<file path="config.mk">
export PLATFORM = sky130hd
export DESIGN_NAME = ssc_port
export DESIGN_NICKNAME = d
export VERILOG_FILES = /design/src/ssc_pkg.sv /design/src/ssc_port.sv
export SDC_FILE = /design/constraint.sdc
export NUM_CORES = 1
export LEC_CHECK = 0
export BUFFER_PORTS_ARGS = -buffer_cell sky130_fd_sc_hd__buf_2
export CAP_MARGIN = 20
export CORE_MARGIN = 2
export CORE_UTILIZATION = 25
export DETAILED_ROUTE_END_ITERATION = 10
export SYNTH_ARGS = -nofsm -noshare
export SYNTH_HDL_FRONTEND = slang
export SYNTH_SLANG_ARGS = --single-unit
export TNS_END_PERCENT = 20
</file>
<file path="constraint.sdc">
create_clock -name mclk -period 3.75 [get_ports mclk]
set_input_delay 0 -clock mclk [delete_from_list [all_inputs] [get_ports mclk]]
set_output_delay 0 -clock mclk [all_outputs]
set_load 0.02 [all_outputs]
</file>
<file path="src/ssc_pkg.sv">
// Constants shared by the synchronous client serial port.
// Assumes an Avalon-MM master with 32-bit data and byte addresses.
package ssc_pkg;

  // Register byte offsets, one aligned word each
  localparam logic [3:0] SSC_CTRL_OFS = 4'h0;
  localparam logic [3:0] SSC_STAT_OFS = 4'h4;
  localparam logic [3:0] SSC_TXD_OFS = 4'h8;
  localparam logic [3:0] SSC_RXD_OFS = 4'hc;

  // Control register layout
  localparam int SSC_CTRL_W = 13;
  localparam int CTL_SERIAL_PORT_ENABLE = 0;   // serial_port_enable
  localparam int CTL_SYNC = 1;   // clocked mode select
  localparam int CTL_CLOCK_SOURCE_HOST = 2;   // clock_source_host
  localparam int CTL_TRANSMIT_ENABLE = 3;   // transmit_enable
  localparam int CTL_SINGLE_RECEIVE_ENABLE = 4;   // single_receive_enable
  localparam int CTL_CONTINUOUS_RECEIVE_ENABLE = 5;   // continuous_receive_enable
  localparam int CTL_TX9 = 6;    // nine_bit_transmit_enable
  localparam int CTL_RX9 = 7;    // nine_bit_receive_enable
  localparam int CTL_CLOCK_POLARITY_BIT = 8;   // clock_polarity_bit
  localparam int CTL_TRANSMIT_NINTH_BIT = 9;   // transmit_ninth_bit
  localparam int CTL_TXIE = 10;  // transmit_interrupt_enable
  localparam int CTL_RXIE = 11;  // receive_interrupt_enable
  localparam int CTL_PERIPHERAL_INTERRUPT_ENABLE = 12;  // peripheral_interrupt_enable
  localparam logic [SSC_CTRL_W-1:0] SSC_CTRL_RST = 13'h0000;

  // Status register layout
  localparam int ST_TXF = 0;     // transmit_flag
  localparam int ST_RXF = 1;     // receive_flag
  localparam int ST_OVR = 2;     // overrun_flag
  localparam int ST_TEMPTY = 3;  // transmit shift register empty
  localparam int ST_RECEIVE_NINTH_BIT = 4;    // receive_ninth_bit of top entry
  localparam int ST_HFULL = 5;   // holding register occupied

  // Character sizes and receive FIFO depth
  localparam logic [3:0] SSC_BITS8 = 4'h8;
  localparam logic [3:0] SSC_BITS9 = 4'h9;
  localparam logic [1:0] SSC_FIFO_FULL = 2'h2;

  // Reset values of flags and the bus handshake
  localparam logic SSC_TXF_RST = 1'b1;
  localparam logic SSC_WAIT_RST = 1'b1;

endpackage

</file>
<file path="src/ssc_port.sv">
// Synchronous client serial port with an Avalon-MM register slave.
// Assumes the external host drives the bit clock on clock_line_pin and
// data_line_pin is resolved from data_line_out/data_line_oe by the pad.
`timescale 1ns/100ps
`default_nettype none

module ssc_port
  import ssc_pkg::*;
(
  // Clock and reset
  input wire logic mclk,
  input wire logic reset,
  // Avalon-MM register slave
  input wire logic [3:0] address,
  input wire logic read,
  input wire logic write,
  input wire logic [31:0] writedata,
  output logic [31:0] readdata,
  output logic waitrequest,
  // Serial link pins
  input wire logic clock_line_pin,
  input wire logic data_line_in,
  output logic data_line_out,
  output logic data_line_oe,
  // Wake request towards the core
  output logic wake_request
);

  // Whole state of the port in one record
  typedef struct packed {
    logic [1:0] clk_sync;          // Clock pin synchroniser
    logic [1:0] dat_sync;          // Data pin synchroniser
    logic clk_last;                // Previous synchronised clock level
    logic [SSC_CTRL_W-1:0] ctrl;   // Control bits
    logic [7:0] hold_data;         // Holding register low byte
    logic hold_ninth;              // Holding register ninth bit
    logic hold_full;               // Holding register occupied
    logic [8:0] tx_shift;          // Transmit shift register
    logic [3:0] tx_left;           // Bits still to present
    logic tx_busy;                 // Shift register not empty
    logic tx_flag;                 // Holding register free
    logic data_out;                // Driven data level
    logic data_oe;                 // Data pin driven
    logic [8:0] rx_shift;          // Receive shift register
    logic [3:0] rx_got;            // Bits received so far
    logic [1:0][8:0] fifo;         // Two-entry receive FIFO
    logic fifo_head;               // Index of the top entry
    logic [1:0] fifo_cnt;          // Entries held
    logic overrun;                 // Overrun flag
    logic wake;                    // Wake request
    logic wait_req;                // Avalon waitrequest
    logic [31:0] rdata;            // Avalon readdata
  } ssc_state_type;

  ssc_state_type state_reg;
  ssc_state_type state_next;

  // Decoded helpers shared with the assertions
  logic client_mode;
  logic tx_dir;
  logic lead_edge;
  logic trail_edge;
  logic bus_take;
  logic [3:0] rx_bits;
  logic [8:0] rx_word;

  // Client mode decode and link edge detection from synchronised levels
  always_comb begin
    client_mode = state_reg.ctrl[CTL_SERIAL_PORT_ENABLE] & state_reg.ctrl[CTL_SYNC]
                  & ~state_reg.ctrl[CTL_CLOCK_SOURCE_HOST];
    // Either receive enable turns the port round to receive
    tx_dir = ~state_reg.ctrl[CTL_SINGLE_RECEIVE_ENABLE] & ~state_reg.ctrl[CTL_CONTINUOUS_RECEIVE_ENABLE];
    // Leading edge leaves the idle level, trailing edge returns to it
    lead_edge = (state_reg.clk_last == state_reg.ctrl[CTL_CLOCK_POLARITY_BIT])
                & (state_reg.clk_sync[1] != state_reg.ctrl[CTL_CLOCK_POLARITY_BIT]);
    trail_edge = (state_reg.clk_last != state_reg.ctrl[CTL_CLOCK_POLARITY_BIT])
                 & (state_reg.clk_sync[1] == state_reg.ctrl[CTL_CLOCK_POLARITY_BIT]);
    bus_take = (read | write) & ~state_reg.wait_req;
    rx_bits = state_reg.ctrl[CTL_RX9] ? SSC_BITS9 : SSC_BITS8;
    // Eight-bit words sit in the top of the shifter, so drop the stale bit
    rx_word = {state_reg.dat_sync[1], state_reg.rx_shift[8:1]};
    if (!state_reg.ctrl[CTL_RX9]) begin
      rx_word = {1'b0, rx_word[8:1]};
    end
  end

  // Next-state logic of bus, transmitter and receiver
  always_comb begin
    state_next = state_reg;
    // Two flops per pin; only the second stage is looked at
    state_next.clk_sync = {state_reg.clk_sync[0], clock_line_pin};
    state_next.dat_sync = {state_reg.dat_sync[0], data_line_in};
    state_next.clk_last = state_reg.clk_sync[1];

    // Bus: answer one cycle after a request is seen, then release
    if ((read | write) && state_reg.wait_req) begin
      state_next.wait_req = 1'b0;
      unique case (address)
        SSC_CTRL_OFS: state_next.rdata = 32'(state_reg.ctrl);
        SSC_STAT_OFS: begin
          state_next.rdata = 32'h0;
          state_next.rdata[ST_TXF] = state_reg.tx_flag;
          state_next.rdata[ST_RXF] = state_reg.fifo_cnt != 2'h0;
          state_next.rdata[ST_OVR] = state_reg.overrun;
          state_next.rdata[ST_TEMPTY] = ~state_reg.tx_busy;
          state_next.rdata[ST_RECEIVE_NINTH_BIT] = state_reg.fifo[state_reg.fifo_head][8];
          state_next.rdata[ST_HFULL] = state_reg.hold_full;
        end
        SSC_RXD_OFS: state_next.rdata = 32'(state_reg.fifo[state_reg.fifo_head][7:0]);
        default: state_next.rdata = 32'h0;  // Transmit data and holes read zero
      endcase
    end else begin
      state_next.wait_req = SSC_WAIT_RST;
    end

    // Control register write
    if (bus_take && write && address == SSC_CTRL_OFS) begin
      state_next.ctrl = writedata[SSC_CTRL_W-1:0];
    end

    // Transmit: present next bit on each leading edge of the host clock
    if (client_mode && tx_dir && state_reg.tx_busy && lead_edge
        && state_reg.tx_left != 4'h0) begin
      state_next.data_out = state_reg.tx_shift[0];
      state_next.tx_shift = {1'b0, state_reg.tx_shift[8:1]};
      state_next.tx_left = state_reg.tx_left - 4'h1;
    end
    // Last bit is held until the host samples it on the trailing edge
    if (client_mode && tx_dir && state_reg.tx_busy && trail_edge
        && state_reg.tx_left == 4'h0) begin
      state_next.tx_busy = 1'b0;
    end
    // Writing the holding register frees nothing yet, so the flag drops
    if (bus_take && write && address == SSC_TXD_OFS) begin
      state_next.hold_data = writedata[7:0];
      state_next.hold_ninth = state_reg.ctrl[CTL_TRANSMIT_NINTH_BIT];
      state_next.hold_full = 1'b1;
      state_next.tx_flag = 1'b0;
    end
    // Empty shifter takes the held word at once; the flag set wins a clear
    if (!state_next.tx_busy && state_next.hold_full) begin
      state_next.tx_shift = {state_next.hold_ninth, state_next.hold_data};
      state_next.tx_left = state_reg.ctrl[CTL_TX9] ? SSC_BITS9 : SSC_BITS8;
      state_next.tx_busy = 1'b1;
      state_next.hold_full = 1'b0;
      state_next.tx_flag = 1'b1;
    end
    // Pin is driven only when configured to transmit in client mode
    state_next.data_oe = client_mode & state_reg.ctrl[CTL_TRANSMIT_ENABLE] & tx_dir;

    // Receive data read pops the top entry
    if (bus_take && read && address == SSC_RXD_OFS && state_reg.fifo_cnt != 2'h0) begin
      state_next.fifo_head = ~state_reg.fifo_head;
      state_next.fifo_cnt = state_reg.fifo_cnt - 2'h1;
    end
    // Receive: sample on trailing edges; single receive enable plays no part
    if (client_mode && state_reg.ctrl[CTL_CONTINUOUS_RECEIVE_ENABLE] && !state_reg.overrun
        && trail_edge) begin
      state_next.rx_shift = {state_reg.dat_sync[1], state_reg.rx_shift[8:1]};
      state_next.rx_got = state_reg.rx_got + 4'h1;
      if (state_reg.rx_got + 4'h1 == rx_bits) begin
        state_next.rx_got = 4'h0;
        if (state_next.fifo_cnt == SSC_FIFO_FULL) begin
          state_next.overrun = 1'b1;
        end else begin
          // Whole word moves from the shifter into the FIFO
          state_next.fifo[state_next.fifo_head ^ state_next.fifo_cnt[0]] = rx_word;
          state_next.fifo_cnt = state_next.fifo_cnt + 2'h1;
        end
      end
    end
    // Dropping continuous receive discards any partial word and the overrun
    if (!state_reg.ctrl[CTL_CONTINUOUS_RECEIVE_ENABLE] || !client_mode) begin
      state_next.rx_got = 4'h0;
      state_next.overrun = 1'b0;
    end
    // Port disable holds the transmitter and receive FIFO in reset
    if (!state_reg.ctrl[CTL_SERIAL_PORT_ENABLE]) begin
      state_next.hold_full = 1'b0;
      state_next.tx_busy = 1'b0;
      state_next.tx_left = 4'h0;
      state_next.tx_flag = SSC_TXF_RST;
      state_next.fifo_cnt = 2'h0;
      state_next.fifo_head = 1'b0;
      state_next.data_out = 1'b0;
    end

    // Wake request from the flags and their enables
    state_next.wake = (state_next.tx_flag & state_reg.ctrl[CTL_TXIE]
                       & state_reg.ctrl[CTL_PERIPHERAL_INTERRUPT_ENABLE])
                      | ((state_next.fifo_cnt != 2'h0) & state_reg.ctrl[CTL_RXIE]);
  end

  // State register; reset gives constants only
  always_ff @(posedge mclk) begin
    if (reset) begin
      state_reg <= '0;
      state_reg.ctrl <= SSC_CTRL_RST;
      state_reg.tx_flag <= SSC_TXF_RST;
      state_reg.wait_req <= SSC_WAIT_RST;
    end else begin
      state_reg <= state_next;
    end
  end

  // Outputs straight from flops
  assign readdata = state_reg.rdata;
  assign waitrequest = state_reg.wait_req;
  assign data_line_out = state_reg.data_out;
  assign data_line_oe = state_reg.data_oe;
  assign wake_request = state_reg.wake;

  // Pin driven implies receive enables were clear the cycle before
  a_txdir_oe_off: assert property (@(posedge mclk) disable iff (reset)
    data_line_oe |-> $past(!state_reg.ctrl[CTL_SINGLE_RECEIVE_ENABLE] && !state_reg.ctrl[CTL_CONTINUOUS_RECEIVE_ENABLE]
                           && client_mode))
    else $error("data pin driven while receive enabled");

  // Taking a word into a busy shifter leaves the flag clear
  a_write_clears_flag: assert property (@(posedge mclk) disable iff (reset)
    (bus_take && write && address == SSC_TXD_OFS && state_reg.tx_busy
     && !(trail_edge && state_reg.tx_left == 4'h0) && state_reg.ctrl[CTL_SERIAL_PORT_ENABLE])
    |=> !state_reg.tx_flag && state_reg.hold_full)
    else $error("transmit flag not cleared by holding write");

  // Drained shifter with a pending word reloads and sets the flag
  a_drain_reload: assert property (@(posedge mclk) disable iff (reset)
    (client_mode && tx_dir && state_reg.tx_busy && trail_edge
     && state_reg.tx_left == 4'h0 && state_reg.hold_full)
    |=> state_reg.tx_busy && state_reg.tx_flag && !state_reg.hold_full)
    else $error("pending word not moved to shifter");

  // Data pin level changes only after a host leading edge
  a_shift_on_edge: assert property (@(posedge mclk) disable iff (reset)
    ($changed(data_line_out) && $past(state_reg.ctrl[CTL_SERIAL_PORT_ENABLE]))
    |-> $past(lead_edge))
    else $error("data changed without a host clock edge");

  // Standing flag with both enables gives a wake; a holding write may clear it first
  a_tx_wake: assert property (@(posedge mclk) disable iff (reset)
    (state_reg.tx_flag && state_reg.ctrl[CTL_TXIE] && state_reg.ctrl[CTL_PERIPHERAL_INTERRUPT_ENABLE]
     && $stable(state_reg.ctrl) && !(bus_take && write && address == SSC_TXD_OFS))
    |=> ##[0:1] wake_request)
    else $error("transmit wake missing");

  // Overrun keeps the FIFO fill level from rising
  a_overrun_hold: assert property (@(posedge mclk) disable iff (reset)
    (state_reg.overrun && state_reg.ctrl[CTL_CONTINUOUS_RECEIVE_ENABLE] && state_reg.ctrl[CTL_SERIAL_PORT_ENABLE])
    |=> state_reg.fifo_cnt <= $past(state_reg.fifo_cnt))
    else $error("character accepted during overrun");

  // Clearing continuous receive removes the overrun next cycle
  a_overrun_clear: assert property (@(posedge mclk) disable iff (reset)
    !state_reg.ctrl[CTL_CONTINUOUS_RECEIVE_ENABLE] |=> !state_reg.overrun)
    else $error("overrun survived receive disable");

  // A completed word is counted into an empty FIFO
  a_rx_push: assert property (@(posedge mclk) disable iff (reset)
    (client_mode && state_reg.ctrl[CTL_CONTINUOUS_RECEIVE_ENABLE] && !state_reg.overrun && trail_edge
     && state_reg.rx_got + 4'h1 == rx_bits && state_reg.fifo_cnt == 2'h0)
    |=> state_reg.fifo_cnt == 2'h1
        && state_reg.fifo[state_reg.fifo_head] == $past(rx_word))
    else $error("received word not stored");

  // Bus request answered in the next cycle
  a_bus_answer: assert property (@(posedge mclk) disable iff (reset)
    ((read || write) && waitrequest) |=> !waitrequest)
    else $error("bus request not answered");

endmodule // ssc_port

`default_nettype wire

</file>
==> impl_metrics.json <==
{
  "clock_latency_ns": 0.34,
  "rows": 48,
  "synth_ff_type": "dfxtp_1",
  "drive_gt1_frac": 0.142,
  "intPower_mw": 1.64,
  "initial_core_util": 0.255,
  "crit_path_start_kind": "register",
  "period_share": 0.732,
  "max-slew-margin-rel": 0.423,
  "synth_top_area_share": 0.428,
  "synth_cells": 481,
  "arrival_ns": 3.01,
  "post_cts_resized": 0,
  "dp.cells": 714,
  "die_w_um": 137,
  "fin_nets": 562,
  "diodes": 0,
  "fillers": 1846,
  "multi_input_area_um2": 2180,
  "p_clk_frac": 0.476,
  "crit_path_end_kind": "register",
  "crit_fanout": 7,
  "reg2reg_slack_ns": 1.01,
  "seq_power_share": 0.477,
  "hp-class": "input pin to register",
  "grt_use_total": 0.109,
  "hold_depth": 4,
  "core_area_um2": 17200,
  "cts.htree.levels": 3,
  "drt-initial-drc-count": 177,
  "clk_pin_slew_worst_paths_ns": 0.07,
  "yosys.cell_types.count": 54,
  "rsz0062_at_grt": "false",
  "final_antenna_net_count": 0,
  "grt_pass1_vias": 3060,
  "p_leak_nw": 1.98,
  "hold_end": "readdata[5]",
  "setup_viol": 0,
  "grt_overflow": 0,
  "port_buffers": 39,
  "cts_tree": "built",
  "via_per_inst": 4.47,
  "synth_edf_count": 0,
  "stdcell_count": 745,
  "cts_buffer_depth": 2,
  "yosysSeqAreaShare": 0.428,
  "yosys_warnings": 0,
  "hpwl_um": 7010,
  "power.density_nw_per_um2": 410,
  "p_comb_frac": 0.047,
  "layout_common_cells": "dfxtp_1 (94), mux2i_1 (54), nor2_1 (54)",
  "final_common_cell": "dfxtp_1",
  "gp_congestion": 0.821,
  "ir_drop_uv": 193,
  "worst_slew_pin_slew_ns": 0.858,
  "drtPass1Iterations": 4,
  "ios": 78,
  "synth_top_area_cell": "dfxtp_1",
  "antenna_found_initial": 0,
  "ctsRootBufferMaster": "clkbuf_16",
  "post-route-min-period_ns": 2.74,
  "syn_to_final_growth_pct": 17.1,
  "hold_viol": 0,
  "synth_area_per_cell_um2": 9.14,
  "synth_seq_cells": 94,
  "switching_share": 0.222,
  "route.detailed.drc": 0,
  "rr_worst_depth": 10,
  "crit_required_ns": 4.01,
  "setup_tns_ns": 0,
  "slew_viol_final": 0,
  "finalWirelength_um": 9730,
  "vias": 3332,
  "max_freq_ghz": 0.364,
  "r2r-start": "state_reg[35]",
  "regArea_um2": 1880,
  "cap_violations": 0,
  "ys_async_sr_fraction": 0,
  "switchingPower_uw": 468,
  "dieArea_um2": 18700,
  "cts_buffers": 9,
  "crit_type": "register to register",
  "grt_start_max_net_pins": 43,
  "die_h_um": 137,
  "wl_per_cell_um": 13.1,
  "clkSinkCount": 94,
  "fin_skew_ns": 0.00721,
  "yosys-top-cells-area": "dfxtp_1 (43%), mux2i_1 (12%), buf_4 (5.5%)",
  "synthesis.area_um2": 4390,
  "status": "finished, final reports clean",
  "grt_pass1_wl_um": 15900,
  "worstHoldStart": "address[3]"
}
## cells by family (layout without fill, tap and decap cells)
logic type | Yosys count | count (layout) | share of synthesized area
and+or+nand+nor | 165 | 165 | 0.196
DFF | 94 | 94 | 0.428
AOI/OAI and AO/OA | 74 | 74 | 0.114
buffers and inverters | 74 | 95 | 0.0937
muxes | 57 | 57 | 0.131
xor gates and xnor gates | 11 | 11 | 0.0219
adders and majority gates | 5 | 5 | 0.0142
other | 1 | 19 | 0.000853
## through the flow
stage               power, mW  setup slack [ns]  utilization  hold slack (ns)  area (um^2)
floorplan                1.10             0.935            -            0.128         4460
global placement         1.12              1.06        0.271            0.231         4670
detailed placement       1.12              1.02        0.271            0.231         4670
CTS                      2.14             0.995        0.299            0.128         5150
global route             2.20             0.703        0.299            0.183         5150
finish                   2.11              1.01        0.299            0.142         5150
## power groups by stage
stage / registers, mW / logic [mW] / clock network, mW
floorplan: 1.03 / 0.0733 / 0
global placement: 1.03 / 0.0874 / 0
detailed placement: 1.03 / 0.0877 / 0
CTS: 1.01 / 0.100 / 1.03
global route: 1.01 / 0.110 / 1.08
finish: 1.01 / 0.0997 / 1.01
## final cells by class
cell class	instances	share of cell area
multi-input combinational	331	0.424
clock buffer	10	0.0464
timing repair buffer	63	0.0802
tap	225	0.0547
sequential	94	0.366
clock inverter	6	0.0177
inverter	16	0.0117
## layer usage
| layer | wire (um) | GRT usage | vias up |
|---|---|---|---|
| met5 | 0 | 0 | - |
| met1 | 4980 | 0.156 | 1541 |
| met4 | 163 | 0.0422 | 0 |
| li1 | - | - | 1699 |
| met3 | 545 | 0.0311 | 10 |
| met2 | 4040 | 0.153 | 82 |
## synth_stat cells (6+ instances only)
cell type and instances:
nand2_1 23, a311o_1 6, xnor2_1 7, clkbuf_1 16, buf_4 32, dfxtp_1 94
a22oi_1 12, nand3_1 12, a211oi_1 10, nor3_1 13, o21ai_0 6, nor2b_1 22
inv_1 16, a21oi_1 22, mux2i_1 54, nor2_1 54
## timing repair
| action | CTS | global route |
|---|---|---|
| setup buffers | 0 | 0 |
| hold endpoints to repair | 23 | 0 |
| hold buffers | 15 | 0 |
## worst max-delay path, stage by stage, from the launching register on
cell	delay (ns)
dfxtp_1	0.41
inv_1	0.07
ha_1	0.20
nor4b_1	0.27
buf_4	0.19
mux2_2	0.18
inv_1	0.04
ha_1	0.25
nor4_2	0.66
a21oi_1	0.15
a211oi_1	0.23
## how the worst max path moves through the flow
stage	startpoint	cells after the start	end	slack, ns
after global routing	state_reg[35]	10	register	0.70
final	state_reg[35]	10	register	1.01
after detailed placement	state_reg[35]	10	register	1.02
after floorplan	state_reg[35]	11	register	0.93
after CTS	state_reg[35]	10	register	1.0
after global placement	state_reg[35]	10	register	1.06
(Power assumes the default switching activity.)
